--- config.mk ---
export PLATFORM = sky130hd
export DESIGN_NAME = dmb_top
export DESIGN_NICKNAME = d
export VERILOG_FILES = /design/src/inc/dmb_pkg.sv /design/src/inc/dmb_mod_if.sv /design/src/dmb_mod.sv /design/src/dmb_top.sv
export VERILOG_INCLUDE_DIRS = /design/src /design/src/inc
export SDC_FILE = /design/constraint.sdc
export NUM_CORES = 1
export LEC_CHECK = 0
export BUFFER_PORTS_ARGS = -buffer_cell sky130_fd_sc_hd__clkbuf_2
export CAP_MARGIN = 20
export CORE_UTILIZATION = 65
export CTS_CLUSTER_SIZE = 40
export DETAILED_ROUTE_END_ITERATION = 10
export PLACE_DENSITY_LB_ADDON = 0.15
export SYNTH_ARGS = -nofsm -noshare
export SYNTH_HDL_FRONTEND = slang
export SYNTH_SLANG_ARGS = --single-unit
--- constraint.sdc ---
create_clock -name clk -period 9.34 [get_ports clk]
set_clock_uncertainty 0.05 [all_clocks]
set_input_delay 0.467 -clock clk [delete_from_list [all_inputs] [get_ports clk]]
set_output_delay 0.467 -clock clk [all_outputs]
set_load 0.05 [all_outputs]
--- src/inc/dmb_cfg.svh ---
// Constants of the dual modulator bit-stream clocking block
// Assumes inclusion by the design modules and the bench
`ifndef DMB_CFG_SVH
`define DMB_CFG_SVH

// ------------------------------------------------------------
// Timing
// ------------------------------------------------------------
`define DMB_CLK_FREQ_HZ 200000000
`define DMB_OSC_FREQ_HZ 20000000
`define DMB_OSC_CYC (`DMB_CLK_FREQ_HZ / `DMB_OSC_FREQ_HZ)
`define DMB_OSC_LAST 4'((`DMB_OSC_CYC) - 1)

// ------------------------------------------------------------
// Channel positions
// ------------------------------------------------------------
`define DMB_CH_A 0
`define DMB_CH_B 1

// ------------------------------------------------------------
// Reset values
// ------------------------------------------------------------
`define DMB_SYNC_RESET 2'h0
`define DMB_OSC_RESET 4'h0
`define DMB_BIT_RESET 1'h0
`define DMB_ACC_RESET 24'h000000

// ------------------------------------------------------------
// Loop arithmetic, 26-bit working width
// ------------------------------------------------------------
`define DMB_FB_POS 26'sh0009860
`define DMB_FB_NEG 26'sh3FF67A0
`define DMB_ACC_MAX 26'sh07FFFFF
`define DMB_ACC_MIN 26'sh3800000

`endif

--- src/inc/dmb_pkg.sv ---
// Types of the dual modulator bit-stream clocking block
// Assumes dmb_cfg.svh on the include path
package dmb_pkg;

    // ------------------------------------------------------------
    // Types
    // ------------------------------------------------------------
    localparam int DMB_NUM_CH = 2;

    typedef logic signed [15:0] dmb_level_t;
    typedef logic signed [23:0] dmb_acc_t;
    typedef logic signed [25:0] dmb_wide_t;

    typedef enum logic {
        DMB_SRC_EXT = 1'b0,
        DMB_SRC_INT = 1'b1
    } dmb_src_t;

endpackage

--- src/inc/dmb_mod_if.sv ---
// Link between the clocking logic and one modulator channel
// Assumes dmb_pkg compiled first
`timescale 1ns/100ps
interface dmb_mod_if;
    import dmb_pkg::*;

    logic tick;
    dmb_level_t level;
    logic bit_q;

    modport source (output tick, output level, input bit_q);
    modport sink (input tick, input level, output bit_q);
endinterface

--- src/dmb_mod.sv ---
// One second-order delta-sigma modulator channel
// Assumes a one-cycle tick per modulator clock period on clk
`timescale 1ns/100ps
`include "dmb_cfg.svh"
module dmb_mod
    import dmb_pkg::*;
(
    input wire logic clk,
    input wire logic nrst,
    dmb_mod_if.sink port
);

    // ------------------------------------------------------------
    // Loop state
    // ------------------------------------------------------------
    dmb_acc_t int1_r;
    dmb_acc_t int2_r;
    logic dac_r;

    function automatic dmb_acc_t dmb_sat(input dmb_wide_t v);
        dmb_acc_t res;
        if (v > `DMB_ACC_MAX) begin
            res = 24'(`DMB_ACC_MAX);
        end else if (v < `DMB_ACC_MIN) begin
            res = 24'(`DMB_ACC_MIN);
        end else begin
            res = v[23:0];
        end
        return res;
    endfunction

    // ------------------------------------------------------------
    // Integrators and comparator
    // ------------------------------------------------------------
    wire dmb_wide_t fb_w = dac_r ? `DMB_FB_POS : `DMB_FB_NEG;
    wire dmb_wide_t level_w = {{10{port.level[15]}}, port.level};
    wire dmb_wide_t int1_w = {{2{int1_r[23]}}, int1_r};
    wire dmb_wide_t int2_w = {{2{int2_r[23]}}, int2_r};
    wire dmb_wide_t err1_w = (level_w - fb_w) >>> 1;
    wire dmb_wide_t err2_w = (int1_w - fb_w) >>> 1;
    wire dmb_acc_t int1_nxt = dmb_sat(int1_w + err1_w);
    wire dmb_acc_t int2_nxt = dmb_sat(int2_w + err2_w);
    // Comparator decides on the value the second integrator is taking;
    // deciding on the old value adds a loop delay that makes it unstable
    wire logic cmp_w = ~int2_nxt[23];

    always_ff @(posedge clk or negedge nrst) begin
        if (!nrst) begin
            int1_r <= `DMB_ACC_RESET;
            int2_r <= `DMB_ACC_RESET;
        end else if (port.tick) begin
            int1_r <= int1_nxt;
            int2_r <= int2_nxt;
        end
    end

    // Feedback takes the comparator on the same tick the integrators update
    always_ff @(posedge clk or negedge nrst) begin
        if (!nrst) begin
            dac_r <= `DMB_BIT_RESET;
        end else if (port.tick) begin
            dac_r <= cmp_w;
        end
    end

    assign port.bit_q = dac_r;

endmodule

--- src/dmb_top.sv ---
// Digital side of a two-channel delta-sigma modulator with clocking
// Assumes clk at 200 MHz; source select and external clock are async pins
//
// Behaviour
// - With the select pin high both modulators run from the fixed 20 MHz internal oscillator.
// - With the select pin low both modulators run from the external clock pin.
// - The selected clock is halved to form the shared modulator clock of both channels.
// - Each channel emits a one-bit stream whose density of ones tracks its input level.
// - Each stream goes only to its own channel pin, both channels converting together.
// - A new bit is launched on each channel just after each rising bit clock edge.
// - The feedback converter takes the comparator on the same modulator clock the integrators update.
// - The modulator clock is driven out on a dedicated bit clock pin.
// - Density of ones is 50% at zero input, 92% at the top limit and 8% at the bottom.
`timescale 1ns/100ps
`include "dmb_cfg.svh"
module dmb_top
    import dmb_pkg::*;
(
    input wire logic clk,
    input wire logic nrst,
    input wire logic clock_source_select,
    input wire logic external_clock_in,
    input wire dmb_level_t channel_a_level,
    input wire dmb_level_t channel_b_level,
    output logic bitstream_clock_out,
    output logic channel_a_bitstream,
    output logic channel_b_bitstream
);

    // ------------------------------------------------------------
    // Pin synchronisers
    // ------------------------------------------------------------
    logic [1:0] sel_sync_r;
    logic [1:0] ext_sync_r;
    logic ext_prev_r;

    always_ff @(posedge clk or negedge nrst) begin
        if (!nrst) begin
            sel_sync_r <= `DMB_SYNC_RESET;
            ext_sync_r <= `DMB_SYNC_RESET;
        end else begin
            sel_sync_r <= {sel_sync_r[0], clock_source_select};
            ext_sync_r <= {ext_sync_r[0], external_clock_in};
        end
    end

    always_ff @(posedge clk or negedge nrst) begin
        if (!nrst) begin
            ext_prev_r <= `DMB_BIT_RESET;
        end else begin
            ext_prev_r <= ext_sync_r[1];
        end
    end

    wire logic ext_rise_w = ext_sync_r[1] & ~ext_prev_r;

    // ------------------------------------------------------------
    // Internal 20 MHz oscillator
    // ------------------------------------------------------------
    logic [3:0] osc_cnt_r;

    wire logic osc_rise_w = (osc_cnt_r == `DMB_OSC_LAST);
    wire logic [3:0] osc_cnt_nxt = osc_rise_w ? `DMB_OSC_RESET : osc_cnt_r + 4'h1;

    always_ff @(posedge clk or negedge nrst) begin
        if (!nrst) begin
            osc_cnt_r <= `DMB_OSC_RESET;
        end else begin
            osc_cnt_r <= osc_cnt_nxt;
        end
    end

    // ------------------------------------------------------------
    // Source selection
    // ------------------------------------------------------------
    wire dmb_src_t src_sel_w = dmb_src_t'(sel_sync_r[1]);
    wire logic src_rise_w = (src_sel_w == DMB_SRC_INT) ? osc_rise_w : ext_rise_w;

    // ------------------------------------------------------------
    // Divide by two and bit clock pin
    // ------------------------------------------------------------
    logic div_r;
    logic launch_r;

    wire logic div_nxt = src_rise_w ? ~div_r : div_r;
    wire logic div_up_w = src_rise_w & ~div_r;

    // No gating besides power-up reset
    always_ff @(posedge clk or negedge nrst) begin
        if (!nrst) begin
            div_r <= `DMB_BIT_RESET;
        end else begin
            div_r <= div_nxt;
        end
    end

    // Tick lands in the same cycle the bit clock goes high
    always_ff @(posedge clk or negedge nrst) begin
        if (!nrst) begin
            launch_r <= `DMB_BIT_RESET;
        end else begin
            launch_r <= div_up_w;
        end
    end

    assign bitstream_clock_out = div_r;

    // ------------------------------------------------------------
    // Modulator channels
    // ------------------------------------------------------------
    dmb_level_t level_w [DMB_NUM_CH];
    logic bits_w [DMB_NUM_CH];

    assign level_w[`DMB_CH_A] = channel_a_level;
    assign level_w[`DMB_CH_B] = channel_b_level;

    genvar g;
    generate
        for (g = 0; g < DMB_NUM_CH; g++) begin : g_ch
            dmb_mod_if u_if ();
            assign u_if.tick = launch_r;
            assign u_if.level = level_w[g];
            dmb_mod u_mod (
                .clk(clk),
                .nrst(nrst),
                .port(u_if.sink)
            );
            assign bits_w[g] = u_if.bit_q;
        end
    endgenerate

    // Each pin fed by its own modulator flop
    assign channel_a_bitstream = bits_w[`DMB_CH_A];
    assign channel_b_bitstream = bits_w[`DMB_CH_B];

endmodule
# Yosys cells after proc, flatten, opt, wreduce, memory -nomap -nowiden
# Index checks and enable logic that the tools add are counted.
[word_totals]
regBits = 109
output_inout_bits = 3
wordCells = 48
[classes]
addsub = 9
order_cmp = 8
eq_ne = 1
muxes = 12
n_bitwise = 6
[op_table]
columns = ["operator", "count"]
rows = [
  ["two-way mux 24 bit", 8],
  ["adder 24 x 25 -> 26 bit", 4],
  ["> comparator 26 x 24 -> 1 bit (second input constant)", 4],
  ["less-than comparator 26 x 24 -> 1 bit (second input constant)", 4],
  ["two-way mux 26 bit", 2],
  ["subtractor 16 x 26 -> 26 bit", 2],
  ["subtractor 24 x 26 -> 26 bit", 2],
  ["adder 4 x 1 -> 4 bit (second input constant)", 1],
  ["== test 4 bit (second input constant)", 1],
  ["two-way mux 4 bit", 1],
  ["inverter 1 bit", 4],
  ["bitwise AND 1 bit", 2],
  ["two-way mux 1 bit", 1],
]

# Depth between registers and ports, before layout
# Gate-level depths: netlist (run 1).
[logic_depth]
word_depth = 7
mapped_depth = 23

# By module
# From an unflattened synthesis (run 1), not the netlist that was laid out.
[unflattened]
hier_cells = 1419
hier_area_um2 = 12414.4
[modules_own_cells]
columns = ["mod", "n_inst", "cells_per_inst", "area_per_inst_um2", "seq_area_each_um2"]
rows = [
  ["dmb_mod (g_ch[1].u_mod)", 1, 717, 6053.3, 1226.2],
  ["dmb_mod (g_ch[0].u_mod)", 1, 676, 5985.7, 1226.2],
  ["dmb_top", 1, 26, 375.4, 275.3],
]

# Worst setup path before layout (run 1)
# Ideal clock, no wire load.
[synth_timing]
kind = "reg2reg"
startpoint = "reg g_ch[0].u_mod.dac_r"
endpoint = "reg g_ch[0].u_mod.int2_r[19]"
setup_ns = 0.126
arrival_time_ns = 5.603
required_time_ns = 9.164
path_slack_ns = 3.561
path_stages_with_launch = 23
n_path_buf = 1
synth_period_minus_slack_ns = 5.779
path_cell_list = "dfrtp_1 inv_1 fa_1 a21o_1 a21oi_1 o21bai_1 a21oi_1 o21ai_0 a21oi_1 nor2b_1 nor2_1 xnor2_1 ha_1 and3_1 and4_1 and4bb_2 or3_4 a2111oi_4 nor3_1 o21a_1 and2_4 buf_6 a221o_1"
[synth_between]
elab_chain_cells = 6
word_cells_on_any_way = 7
classes_between = "add/sub (2); order compare (2); mux (3)"
[synth_lines]
columns = ["element", "line_no", "rtl"]
rows = [
  ["from (decl)", "dmb_mod.sv:18", "logic dac_r;"],
  ["from (signal assigned)", "dmb_mod.sv:60", "dac_r <= `DMB_BIT_RESET;"],
  ["from (signal assigned)", "dmb_mod.sv:62", "dac_r <= cmp_w;"],
  ["two-way mux 26 bit (no source line) *", "n/a", ""],
  ["subtractor 24 x 26 -> 26 bit *", "dmb_mod.sv:40", "wire dmb_wide_t err2_w = (int1_w - fb_w) >>> 1;"],
  ["adder 24 x 25 -> 26 bit *", "dmb_mod.sv:42", "wire dmb_acc_t int2_nxt = dmb_sat(int2_w + err2_w);"],
  ["less-than comparator 26 x 24 -> 1 bit (no source line)", "n/a", ""],
  ["two-way mux 24 bit", "dmb_mod.sv:24", "end else if (v < `DMB_ACC_MIN) begin"],
  ["two-way mux 24 bit *", "dmb_mod.sv:22", "if (v > `DMB_ACC_MAX) begin"],
  ["to (signal assigned)", "dmb_mod.sv:50", "int2_r <= `DMB_ACC_RESET;"],
  ["to (signal assigned)", "dmb_mod.sv:53", "int2_r <= int2_nxt;"],
  ["to (decl)", "dmb_mod.sv:17", "dmb_acc_t int2_r;"],
]
# Mark *: on every way between the ends. The rest lies on a longest branch, timed or not.
# A chain may end at the register's enable or synchronous reset.

# Worst setup path after layout (run 1)
[layout_timing]
startpoint = "reg g_ch[1].u_mod.dac_r"
endpoint = "reg g_ch[1].u_mod.int2_r[14]"
[layout_between]
elab_chain_cells = 6
word_cells_on_any_way = 7
classes_between = "add/sub (2); order compare (2); mux (3)"
[layout_lines]
columns = ["element", "line_no"]
rows = [
  ["from (decl)", "dmb_mod.sv:18"],
  ["from (signal assigned)", "dmb_mod.sv:60"],
  ["from (signal assigned)", "dmb_mod.sv:62"],
  ["two-way mux 26 bit (no source line) *", "n/a"],
  ["subtractor 24 x 26 -> 26 bit *", "dmb_mod.sv:40"],
  ["adder 24 x 25 -> 26 bit *", "dmb_mod.sv:42"],
  ["less-than comparator 26 x 24 -> 1 bit (no source line)", "n/a"],
  ["two-way mux 24 bit", "dmb_mod.sv:24"],
  ["two-way mux 24 bit *", "dmb_mod.sv:22"],
  ["to (signal assigned)", "dmb_mod.sv:50"],
  ["to (signal assigned)", "dmb_mod.sv:53"],
  ["to (decl)", "dmb_mod.sv:17"],
]
# Marks and branches as above.

==> flow_summary.ini, run 1 <==
[status]
status = finished, final reports clean

[drt]
dr.pass1.iters = 5
num_vias = 10429
first_iter_violations = 734
routed_wl_mm = 26.9
vias_per_cell = 6.49
ant_nets = 0
drc = 0
wl_per_cell_um = 16.7

[worst_setup_path]
cpMaxStageDelayCell = a21oi_1
crit_top_cell = a21oi_1
cp_slowest_stage_delay_ns = 0.75
critPathLaunchType = flop
cp.required_ns = 9.58
crit_path_end_kind = flop
r2r-start = g_ch[1].u_mod.port.bit_q$_DFFE_PN0P_
reg2reg_depth = 23
cp_max_fo = 25
r2r_slack_ns = 3.09
criticalPathCategory = reg -> reg
endpoint = g_ch[1].u_mod.int2_r[14]$_DFFE_PN0P_
crit_family = compound AO/OA/AOI/OAI gates
crit_path_cell_trace = buf_4 -> inv_1 -> fa_1 -> a21o_1 -> a21oi_1 -> o21ai_0 -> a211oi_1 -> o21ai_0 -> nand3_1 -> and3_1 -> a21boi_0 -> a21oi_1 -> ha_1 -> and2_1 -> nand3_1 -> nor2_1 -> and3_1 -> a221oi_1 -> xnor2_1 -> o21ai_1 -> a21oi_1 -> buf_4 -> a221o_1
cp.arrival_ns = 6.49
reg2reg_to = g_ch[1].u_mod.int2_r[14]$_DFFE_PN0P_
path_depth = 23
timing.critical_path.buf_inv = 3
critPathLaunch = g_ch[1].u_mod.port.bit_q$_DFFE_PN0P_

[die]
die_h_um = 136
core_um2 = 17400
dieArea_um2 = 18500
fp.dieW_um = 136
start_util_pct = 67.2
io_pins = 39
rows = 48

[synth]
synthFlopType = dfrtp_1
synth.largest_area_cell = dfrtp_1
syn_area_um2 = 11700
synthTopCellsByArea = dfrtp_1 23%, ha_1 17%, xnor2_1 6.7%
yosys_warnings = 0
synth_fp_nets = 1568
synth_edf_count = 0
synth_area_per_cell_um2 = 8.59
async_flop_share_pct = 100
ys_types = 70
ys_seq_area_share_pct = 23.3
syn_inst = 1362
synth.top_cell.area_share_pct = 23.3
ys_ff_latch = 109

[clock_network]
clk_latency_ns = 0.36
cts_hold_buf = 0
cts_buffers = 9
clk_pin_slew_worst_paths_ns = 0.07
htree_num_levels = 3
cts_tree = yes
cts_root_buffer = clkbuf_16
ctsResizeCount = 0
cts_num_sinks = 109
cts_setup_buffers = 0
clockBufferDepth = 2

[grt]
grt.overflow.total = 0
track_usage_pct = 29.8
grt_pass1_vias = 9352
antenna_found_initial = 0
grt_pass1_wl_mm = 45.1
grt_max_degree = 86

[sta]
fin_crit_sh_pct = 66.9
layout_min_cycle_time_ns = 6.25
slew_viol_final = 0
setup_viol_count_final = 0
rsz0062_at_grt = false
setup_tns_ns = 0
fmax_mhz = 160
relSlewSlack_pct = 27.6
finalHoldViolations = 0
worst_pin_slew_ns = 1.08

[finish]
nFillCells = 1427
drive_gt1_share_pct = 5.93
multi_input_area_um2 = 8610
seqCellArea_um2 = 2730
nNetsFinal = 1583
final_common_cell = ha_1
finalCoreUtilization_pct = 71.1
final_cell_mix = 162 x ha_1, 128 x a21oi_1, 109 x dfrtp_1
n_antenna_cell = 0
syn2layout_area_growth_pct = 5.88

[place]
place.gp.congestion = 0.934
place_hpwl_mm = 20.3
numPortBuffers = 36

[job]
cap_violations = 0

[hold_path]
hp-class = in -> async
through the flow:
stage / cells / worst slack (ns) / hold slack [ns] / cell area, µm²
finish: 1607 / 3.09 / 0.0782 / 12400
global route: 1607 / 2.58 / 0.136 / 12400
CTS: 1606 / 3.06 / 0.102 / 12400
detailed placement: 1590 / 3.12 / 0.298 / 12100
global placement: 1590 / 3.26 / 0.285 / 12100
floorplan: 1362 / 3.56 / 0.121 / 11700
cells by family after synthesis:
| group | after synthesis | share of synthesized area [%] |
|---|---|---|
| and+or+nand+nor | 341 | 14.3 |
| DFF | 109 | 23.3 |
| buffers and inverters | 95 | 3.24 |
| AOI/OAI and AO/OA | 515 | 30.5 |
| muxes | 4 | 0.353 |
| xor gates and xnor gates | 128 | 9.58 |
| adders and majority gates | 170 | 18.7 |
per-layer routing:
layer | track usage (%) | routed length, µm
met1 | 45.4 | 13700
met2 | 45.3 | 11700
met4 | 6.79 | 312
met3 | 2.35 | 1180
met5 | 0 | 0
synth_stat cells, drive strengths merged, types with 4 or more instances:
cell and instances:
nand2 82, and3 19, fa 8, o31ai 4, inv 55, and2 9
xor2 39, a21oi 128, a221oi 6, ha 162, a21boi 15, a22oi 18
nor3 33, o21bai 18, dfrtp 109, nand2b 18, a211o 5, o21a 22
or3 7, o211ai 11, or2 7, a221o 66, a2111oi 6, a31oi 19
nor2b 19, xnor2 89, a21o 57, a211oi 16, nand4 7, clkbuf 31
nor2 87, o21ai 84, nand3 35, buf 9, o221ai 9
worst register-to-register path: stages (launching register included):
cell,delay (ns)
dfrtp_1,0.33
buf_4,0.32
inv_1,0.37
fa_1,0.55
a21o_1,0.19
a21oi_1,0.29
o21ai_0,0.24
a211oi_1,0.33
o21ai_0,0.18
nand3_1,0.09
and3_1,0.19
a21boi_0,0.13
a21oi_1,0.19
ha_1,0.32
and2_1,0.20
nand3_1,0.15
nor2_1,0.10
and3_1,0.17
a221oi_1,0.30
xnor2_1,0.18
o21ai_1,0.10
a21oi_1,0.75
buf_4,0.34
a221o_1,0.14
sequential cells by signal, indices dropped and copies added, names as in the netlist:
register               count
g_ch.u_mod.int1_r         48
g_ch.u_mod.int2_r         48
osc_cnt_r                  4
ext_sync_r                 2
g_ch.u_mod.port.bit_q      2
sel_sync_r                 2
bitstream_clock_out        1
ext_prev_r                 1
g_ch.u_if.tick             1
cell type report:
class | count | area share (%)
Clock buffer | 11 | 2.04
Clock inverter | 5 | 0.515
Tap cell | 225 | 2.27
Multi-Input combinational cell | 1158 | 69.5
Inverter | 55 | 1.67
Timing Repair Buffer | 44 | 2.02
Sequential cell | 109 | 22.0
worst min-delay path by stage:
stage,start,endpoint,slack (ns),depth (start not counted)
after floorplan,nrst,bitstream_clock_out$_DFFE_PN0P_,0.12,0
after global placement,sel_sync_r[0]$_DFF_PN0_,sel_sync_r[1]$_DFF_PN0_,0.29,0
after detailed placement,sel_sync_r[0]$_DFF_PN0_,sel_sync_r[1]$_DFF_PN0_,0.30,0
after CTS,nrst,g_ch[1].u_mod.int2_r[5]$_DFFE_PN0P_,0.10,1
after global routing,nrst,g_ch[1].u_mod.int2_r[5]$_DFFE_PN0P_,0.14,1
final,nrst,g_ch[1].u_mod.int2_r[5]$_DFFE_PN0P_,0.08,1
Power of run 1 is left out: the tool's default activity adds up to more than one toggle a clock period on the data nets, which glitch-free logic cannot reach.
==> inputs of run 2 (changes only) <==
Settings changed: ABC_AREA from default to 1.
Clock period 9.34 ns to 6 ns, I/O delays scaled along.
==> flow_summary.ini, run 2 <==
[status]
status = finished, final reports clean

[worst_setup_path]
critPathLaunchType = flop
crit_top_cell = nand2_1
crit_path_end_kind = flop
cp_max_fo = 23
criticalPathCategory = reg -> reg
reg2reg_depth = 18
crit_path_cell_trace = inv_1 -> ha_1 -> nand2_1 -> nor4_1 -> a21oi_1 -> o21bai_1 -> xor2_1 -> ha_1 -> nand2_1 -> nand2_1 -> nand2_1 -> nand2_1 -> a21oi_1 -> nand4_1 -> nand2_1 -> nand2_2 -> a21oi_4 -> a21oi_1
cp_slowest_stage_delay_ns = 0.78
r2r-start = g_ch[0].u_mod.port.bit_q$_DFFE_PN0P_
cp.arrival_ns = 5.30
cpMaxStageDelayCell = a21oi_4
cp.required_ns = 6.16
critPathLaunch = g_ch[0].u_mod.port.bit_q$_DFFE_PN0P_

[sta]
setup_tns_ns = 0
fmax_mhz = 195
relSlewSlack_pct = 33.5
rsz0062_at_grt = false
worst_pin_slew_ns = 0.996
fin_ws_ns = 0.867
setup_viol_count_final = 0
finalHoldViolations = 0
slew_viol_final = 0
layout_min_cycle_time_ns = 5.13
fin_crit_sh_pct = 85.6

[place]
dp_slack_ns = 0.928
place_hpwl_mm = 30.5
place.gp.congestion = 1.00
dp.cells = 2583
numPortBuffers = 36

[drt]
num_vias = 14611
drc = 0
first_iter_violations = 854
highest_layer = met4
met1_length_mm = 18.2
wl_per_cell_um = 14.5
vias_per_cell = 5.62
dr.pass1.iters = 6
route.met2.wl_mm = 16.7
met3_length_mm = 2.01
routed_wl_mm = 37.7
ant_nets = 0

[synth]
ys_types = 44
yosys_warnings = 0
synth_fp_nets = 2500
synth_edf_count = 0
syn_inst = 2294
synthFlopType = dfrtp_1
synth.top_cell.area_share_pct = 18.5
synth_area_per_cell_um2 = 6.44
synthTopCellsByArea = dfrtp_1 18%, nand2_1 18%, ha_1 14%
syn_area_um2 = 14800
ys_seq_area_share_pct = 18.5
synth_commonest_cells = 690 x nand2_1, 289 x inv_1, 257 x nor2_1, 163 x a21oi_1, 162 x ha_1
ys_ff_latch = 109
async_flop_share_pct = 100
synth.most_common_cell = nand2_1
synth.largest_area_cell = dfrtp_1

[finish]
syn2layout_area_growth_pct = 4.48
nNetsFinal = 2523
final_cell_mix = 690 x nand2_1, 289 x inv_1, 257 x nor2_1
n_antenna_cell = 0
fin_cells = 2602
reg.largest.list = g_ch.u_mod.int1_r x48, g_ch.u_mod.int2_r x48, osc_cnt_r x4
nFillCells = 1979
drive_gt1_share_pct = 9.47
final_common_cell = nand2_1

[clock_network]
cts_root_buffer = clkbuf_16
clockBufferDepth = 2
cts_num_sinks = 109
cts_buffers = 9
clk_pin_slew_worst_paths_ns = 0.08
cts_tree = yes
cts_hold_buf = 3
clk_latency_ns = 0.37
htree_num_levels = 3
cts_setup_buffers = 0
ctsResizeCount = 0

[grt]
grt.overflow.total = 0
grt_pass1_wl_mm = 63.3
antenna_found_initial = 0
grt_max_degree = 84
grt_pass1_vias = 13547
track_usage_pct = 33.0

[hold_path]
hold_depth = 4
min_from = channel_a_level[1]
hp-class = in -> reg

[die]
fp.dieW_um = 153
die_h_um = 153
io_pins = 39
start_util_pct = 67.1
dieArea_um2 = 23300
rows = 54
core_um2 = 22000

[job]
cap_violations = 0
-- run 2: through the flow --
step	utilization (%)	instance area (µm²)	hold WS, ns
2_1_floorplan	-	14800	-0.0456
3_3_place_gp	68.6	15100	0.283
3_5_place_dp	68.6	15100	0.305
4_1_cts	70.1	15400	0.303
5_1_grt	70.1	15400	0.323
6_report	70.1	15400	0.306
-- run 2: metal layers --
metal,up-vias,track usage (%)
li1,7468,-
met3,66,3.61
met4,0,9.81
met1,6701,45.8
met2,376,54.0
met5,-,0
-- run 2: area by class of cell --
type                            instances  area (µm²)  area share (%)
Clock buffer                           11         243            1.57
Clock inverter                          5        58.8           0.381
Inverter                              289        1080            7.03
Multi-Input combinational cell       1865       10700            69.5
Sequential cell                       109        2730            17.7
Tap cell                              280         350            2.27
Timing Repair Buffer                   43         243            1.57
-- run 2: worst paths after layout --
kind                                                         to  slack (ns)
min                         g_ch[0].u_mod.int1_r[0]$_DFFE_PN0P_        0.31
min reg2reg                             ext_sync_r[1]$_DFF_PN0_        0.32
max                        g_ch[0].u_mod.int2_r[12]$_DFFE_PN0P_        0.87
max reg2reg                g_ch[0].u_mod.int2_r[12]$_DFFE_PN0P_        0.87
min in group asynchronous   g_ch[1].u_mod.int2_r[3]$_DFFE_PN0P_        0.50
max in group asynchronous  g_ch[1].u_mod.int2_r[12]$_DFFE_PN0P_        4.15
-- run 2: logic make-up (layout without fill, tap and decap cells) --
| family | Yosys count | count (layout) | share of synthesized area (%) |
|---|---|---|---|
| fa+ha+maj | 170 | 170 | 14.8 |
| buf+inv | 320 | 348 | 8.93 |
| xor+xnor | 141 | 141 | 8.36 |
| flops | 109 | 109 | 18.5 |
| compound gates | 367 | 367 | 15.8 |
| simple gates | 1187 | 1187 | 33.7 |
-- run 2: worst max-delay path: cells and delay by family, from the launching register on --
kind / cells / cell delay (ns)
and+or+nand+nor: 9 / 1.22
DFF: 1 / 0.68
buffers and inverters: 1 / 0.39
AOI/OAI and AO/OA: 5 / 1.58
adders and majority gates: 2 / 0.82
xor gates and xnor gates: 1 / 0.22
Power of run 2 is left out for the same reason.
==> inputs of run 3 (changes only) <==
Settings changed: REMOVE_ABC_BUFFERS from default to 1, SYNTH_HIERARCHICAL from default to 1.
==> flow_summary.ini, run 3 <==
[hold_path]
min_from = channel_b_level[1]
hp-class = in -> reg
hold_end = g_ch[1].u_mod/int1_r[0]$_DFFE_PN0P_
hold_depth = 4

[worst_setup_path]
cp_max_fo = 21
r2r-start = g_ch[0].u_mod/port.bit_q$_DFFE_PN0P_
reg2reg_to = g_ch[0].u_mod/int2_r[16]$_DFFE_PN0P_
cp.arrival_ns = 5.03
timing.critical_path.buf_inv = 1
r2r_slack_ns = 1.12
reg2reg_depth = 23
cpMaxStageDelayCell = a21oi_4
crit_top_cell = nand2_1
cp_slowest_stage_delay_ns = 0.73
critPathLaunchType = flop
crit_path_end_kind = flop
crit_family = compound AO/OA/AOI/OAI gates
cp.required_ns = 6.15
crit_path_cell_trace = inv_1 -> ha_1 -> nand2_1 -> nand2_1 -> a21oi_1 -> o21ai_0 -> nand3_1 -> nand2_1 -> nand2_1 -> nand2_1 -> a21oi_1 -> xnor2_1 -> ha_1 -> nand2_1 -> nand2_1 -> nand3_1 -> nand2_1 -> a21oi_1 -> nand4_1 -> nand2_1 -> nand2_2 -> a21oi_4 -> a21oi_1
criticalPathCategory = reg -> reg

[grt]
antenna_found_initial = 0
grt_max_degree = 64
grt_pass1_vias = 13697
grt.overflow.total = 0
grt_pass1_wl_mm = 62.4
track_usage_pct = 32.4

[synth]
synthTopCellsByArea = dfrtp_1 19%, nand2_1 17%, ha_1 14%
synth_fa_ha_area_share_pct = 14.9
synth_commonest_cells = 678 x nand2_1, 301 x inv_1, 239 x nor2_1, 162 x ha_1, 150 x a21oi_1
synth_top_family_by_area = simple AND/OR/NAND/NOR gates
ys_types = 46
synth_area_per_cell_um2 = 6.48
syn_inst = 2265
ys_ff_latch = 109
synthFlopType = dfrtp_1
synth-simple-area-share_pct = 33.6
yosys_warnings = 6
synth_compound_area_share_pct = 15.5
yosys-mux-area-fraction_pct = 0
synth.top_cell.area_share_pct = 18.6
synth_xor_area_share_pct = 8.06
async_flop_share_pct = 100
synth.largest_area_cell = dfrtp_1
synth.most_common_cell = nand2_1
syn_area_um2 = 14700
ys_seq_area_share_pct = 18.6
synth_edf_count = 0

[finish]
drive_gt1_share_pct = 10.9
nFillCells = 1967
seqCellArea_um2 = 2730
final_cell_mix = 678 x nand2_1, 301 x inv_1, 239 x nor2_1
n_antenna_cell = 0
nNetsFinal = 2498
multi_input_area_um2 = 10600
reg.largest.list = g_ch.u_mod/int1_r x48, g_ch.u_mod/int2_r x48, osc_cnt_r x4
syn2layout_area_growth_pct = 4.66
final_common_cell = nand2_1

[drt]
vias_per_cell = 5.56
dr.pass1.iters = 7
routed_wl_mm = 37.0
drc = 0
ant_nets = 0
first_iter_violations = 872
num_vias = 14338
wl_per_cell_um = 14.4

[sta]
setup_viol_count_final = 0
setup_tns_ns = 0
relSlewSlack_pct = 40.0
worst_pin_slew_ns = 0.897
slew_viol_final = 0
fmax_mhz = 205
fin_ws_ns = 1.12
layout_min_cycle_time_ns = 4.88
finalHoldViolations = 0
rsz0062_at_grt = false
fin_crit_sh_pct = 81.3

[clock_network]
cts_setup_buffers = 0
cts_buffers = 9
clockBufferDepth = 2
htree_num_levels = 3
cts_tree = yes
clk_latency_ns = 0.37
cts_root_buffer = clkbuf_16
clk_pin_slew_worst_paths_ns = 0.09
cts_num_sinks = 109

[place]
place.gp.congestion = 0.980
numPortBuffers = 36
dp_slack_ns = 1.25
place_hpwl_mm = 29.9

[die]
die_h_um = 152
io_pins = 39
rows = 54
start_util_pct = 66.8
dieArea_um2 = 23200
core_um2 = 22000
fp.dieW_um = 152

[status]
status = finished, final reports clean

[job]
cap_violations = 0
==> run 3: repair_timing <==
action	CTS	global route
gates resized for setup	0	0
endpoints found under the hold margin	48	0
hold buffers	3	0
==> run 3: worst max path at each step <==
| stage | slack (ns) | depth (start not counted) | start | end |
|---|---|---|---|---|
| 6_report | 1.12 | 23 | g_ch[0].u_mod/port.bit_q$_DFFE_PN0P_ | g_ch[0].u_mod/int2_r[16]$_DFFE_PN0P_ |
| 5_1_grt | 0.62 | 23 | g_ch[0].u_mod/port.bit_q$_DFFE_PN0P_ | g_ch[0].u_mod/int2_r[16]$_DFFE_PN0P_ |
| 3_5_place_dp | 1.25 | 25 | g_ch[0].u_mod/port.bit_q$_DFFE_PN0P_ | g_ch[0].u_mod/int2_r[16]$_DFFE_PN0P_ |
| 4_1_cts | 1.19 | 25 | g_ch[0].u_mod/port.bit_q$_DFFE_PN0P_ | g_ch[0].u_mod/int2_r[16]$_DFFE_PN0P_ |
| 2_1_floorplan | 1.06 | 23 | g_ch[1].u_mod/port.bit_q$_DFFE_PN0P_ | g_ch[1].u_mod/int2_r[16]$_DFFE_PN0P_ |
| 3_3_place_gp | 1.35 | 25 | g_ch[0].u_mod/port.bit_q$_DFFE_PN0P_ | g_ch[0].u_mod/int2_r[16]$_DFFE_PN0P_ |
==> run 3: per-stage QoR <==
step	utilization, %	cell area (µm²)	instances	hold WS, ns
2_1_floorplan	-	14400	2237	-0.0456
3_3_place_gp	68.4	15000	2558	0.288
3_5_place_dp	68.4	15000	2558	0.286
4_1_cts	69.9	15400	2577	0.266
5_1_grt	69.9	15400	2577	0.321
6_report	69.9	15400	2577	0.267
==> run 3: worst min-delay path: stages <==
cell	delay, ns
clkbuf_2	0.08
ha_1	0.12
a21oi_1	0.03
o21ai_0	0.12
==> run 3: cell families after synthesis <==
family	after synthesis
AOI/OAI and AO/OA	352
xor gates and xnor gates	135
adders and majority gates	170
buffers and inverters	334
DFF	109
and+or+nand+nor	1165
==> run 3: final cells by class <==
| cell class | count | area share, % |
|---|---|---|
| Timing Repair Buffer | 44 | 1.63 |
| Inverter | 306 | 7.48 |
| Sequential cell | 109 | 17.8 |
| Clock inverter | 6 | 0.424 |
| Tap cell | 280 | 2.28 |
| Multi-Input combinational cell | 1822 | 68.8 |
| Clock buffer | 10 | 1.56 |
==> run 3: layer usage <==
| layer | track usage [%] | share of wire [%] | wire length [µm] | vias up |
|---|---|---|---|---|
| li1 | - | - | - | 7341 |
| met1 | 43.9 | 47 | 17400 | 6547 |
| met2 | 55.2 | 46 | 17000 | 412 |
| met3 | 3.27 | 5.8 | 2140 | 38 |
| met4 | 8.16 | 1.4 | 505 | 0 |
| met5 | 0 | 0 | 0 | - |
Power of run 3 is left out for the same reason.
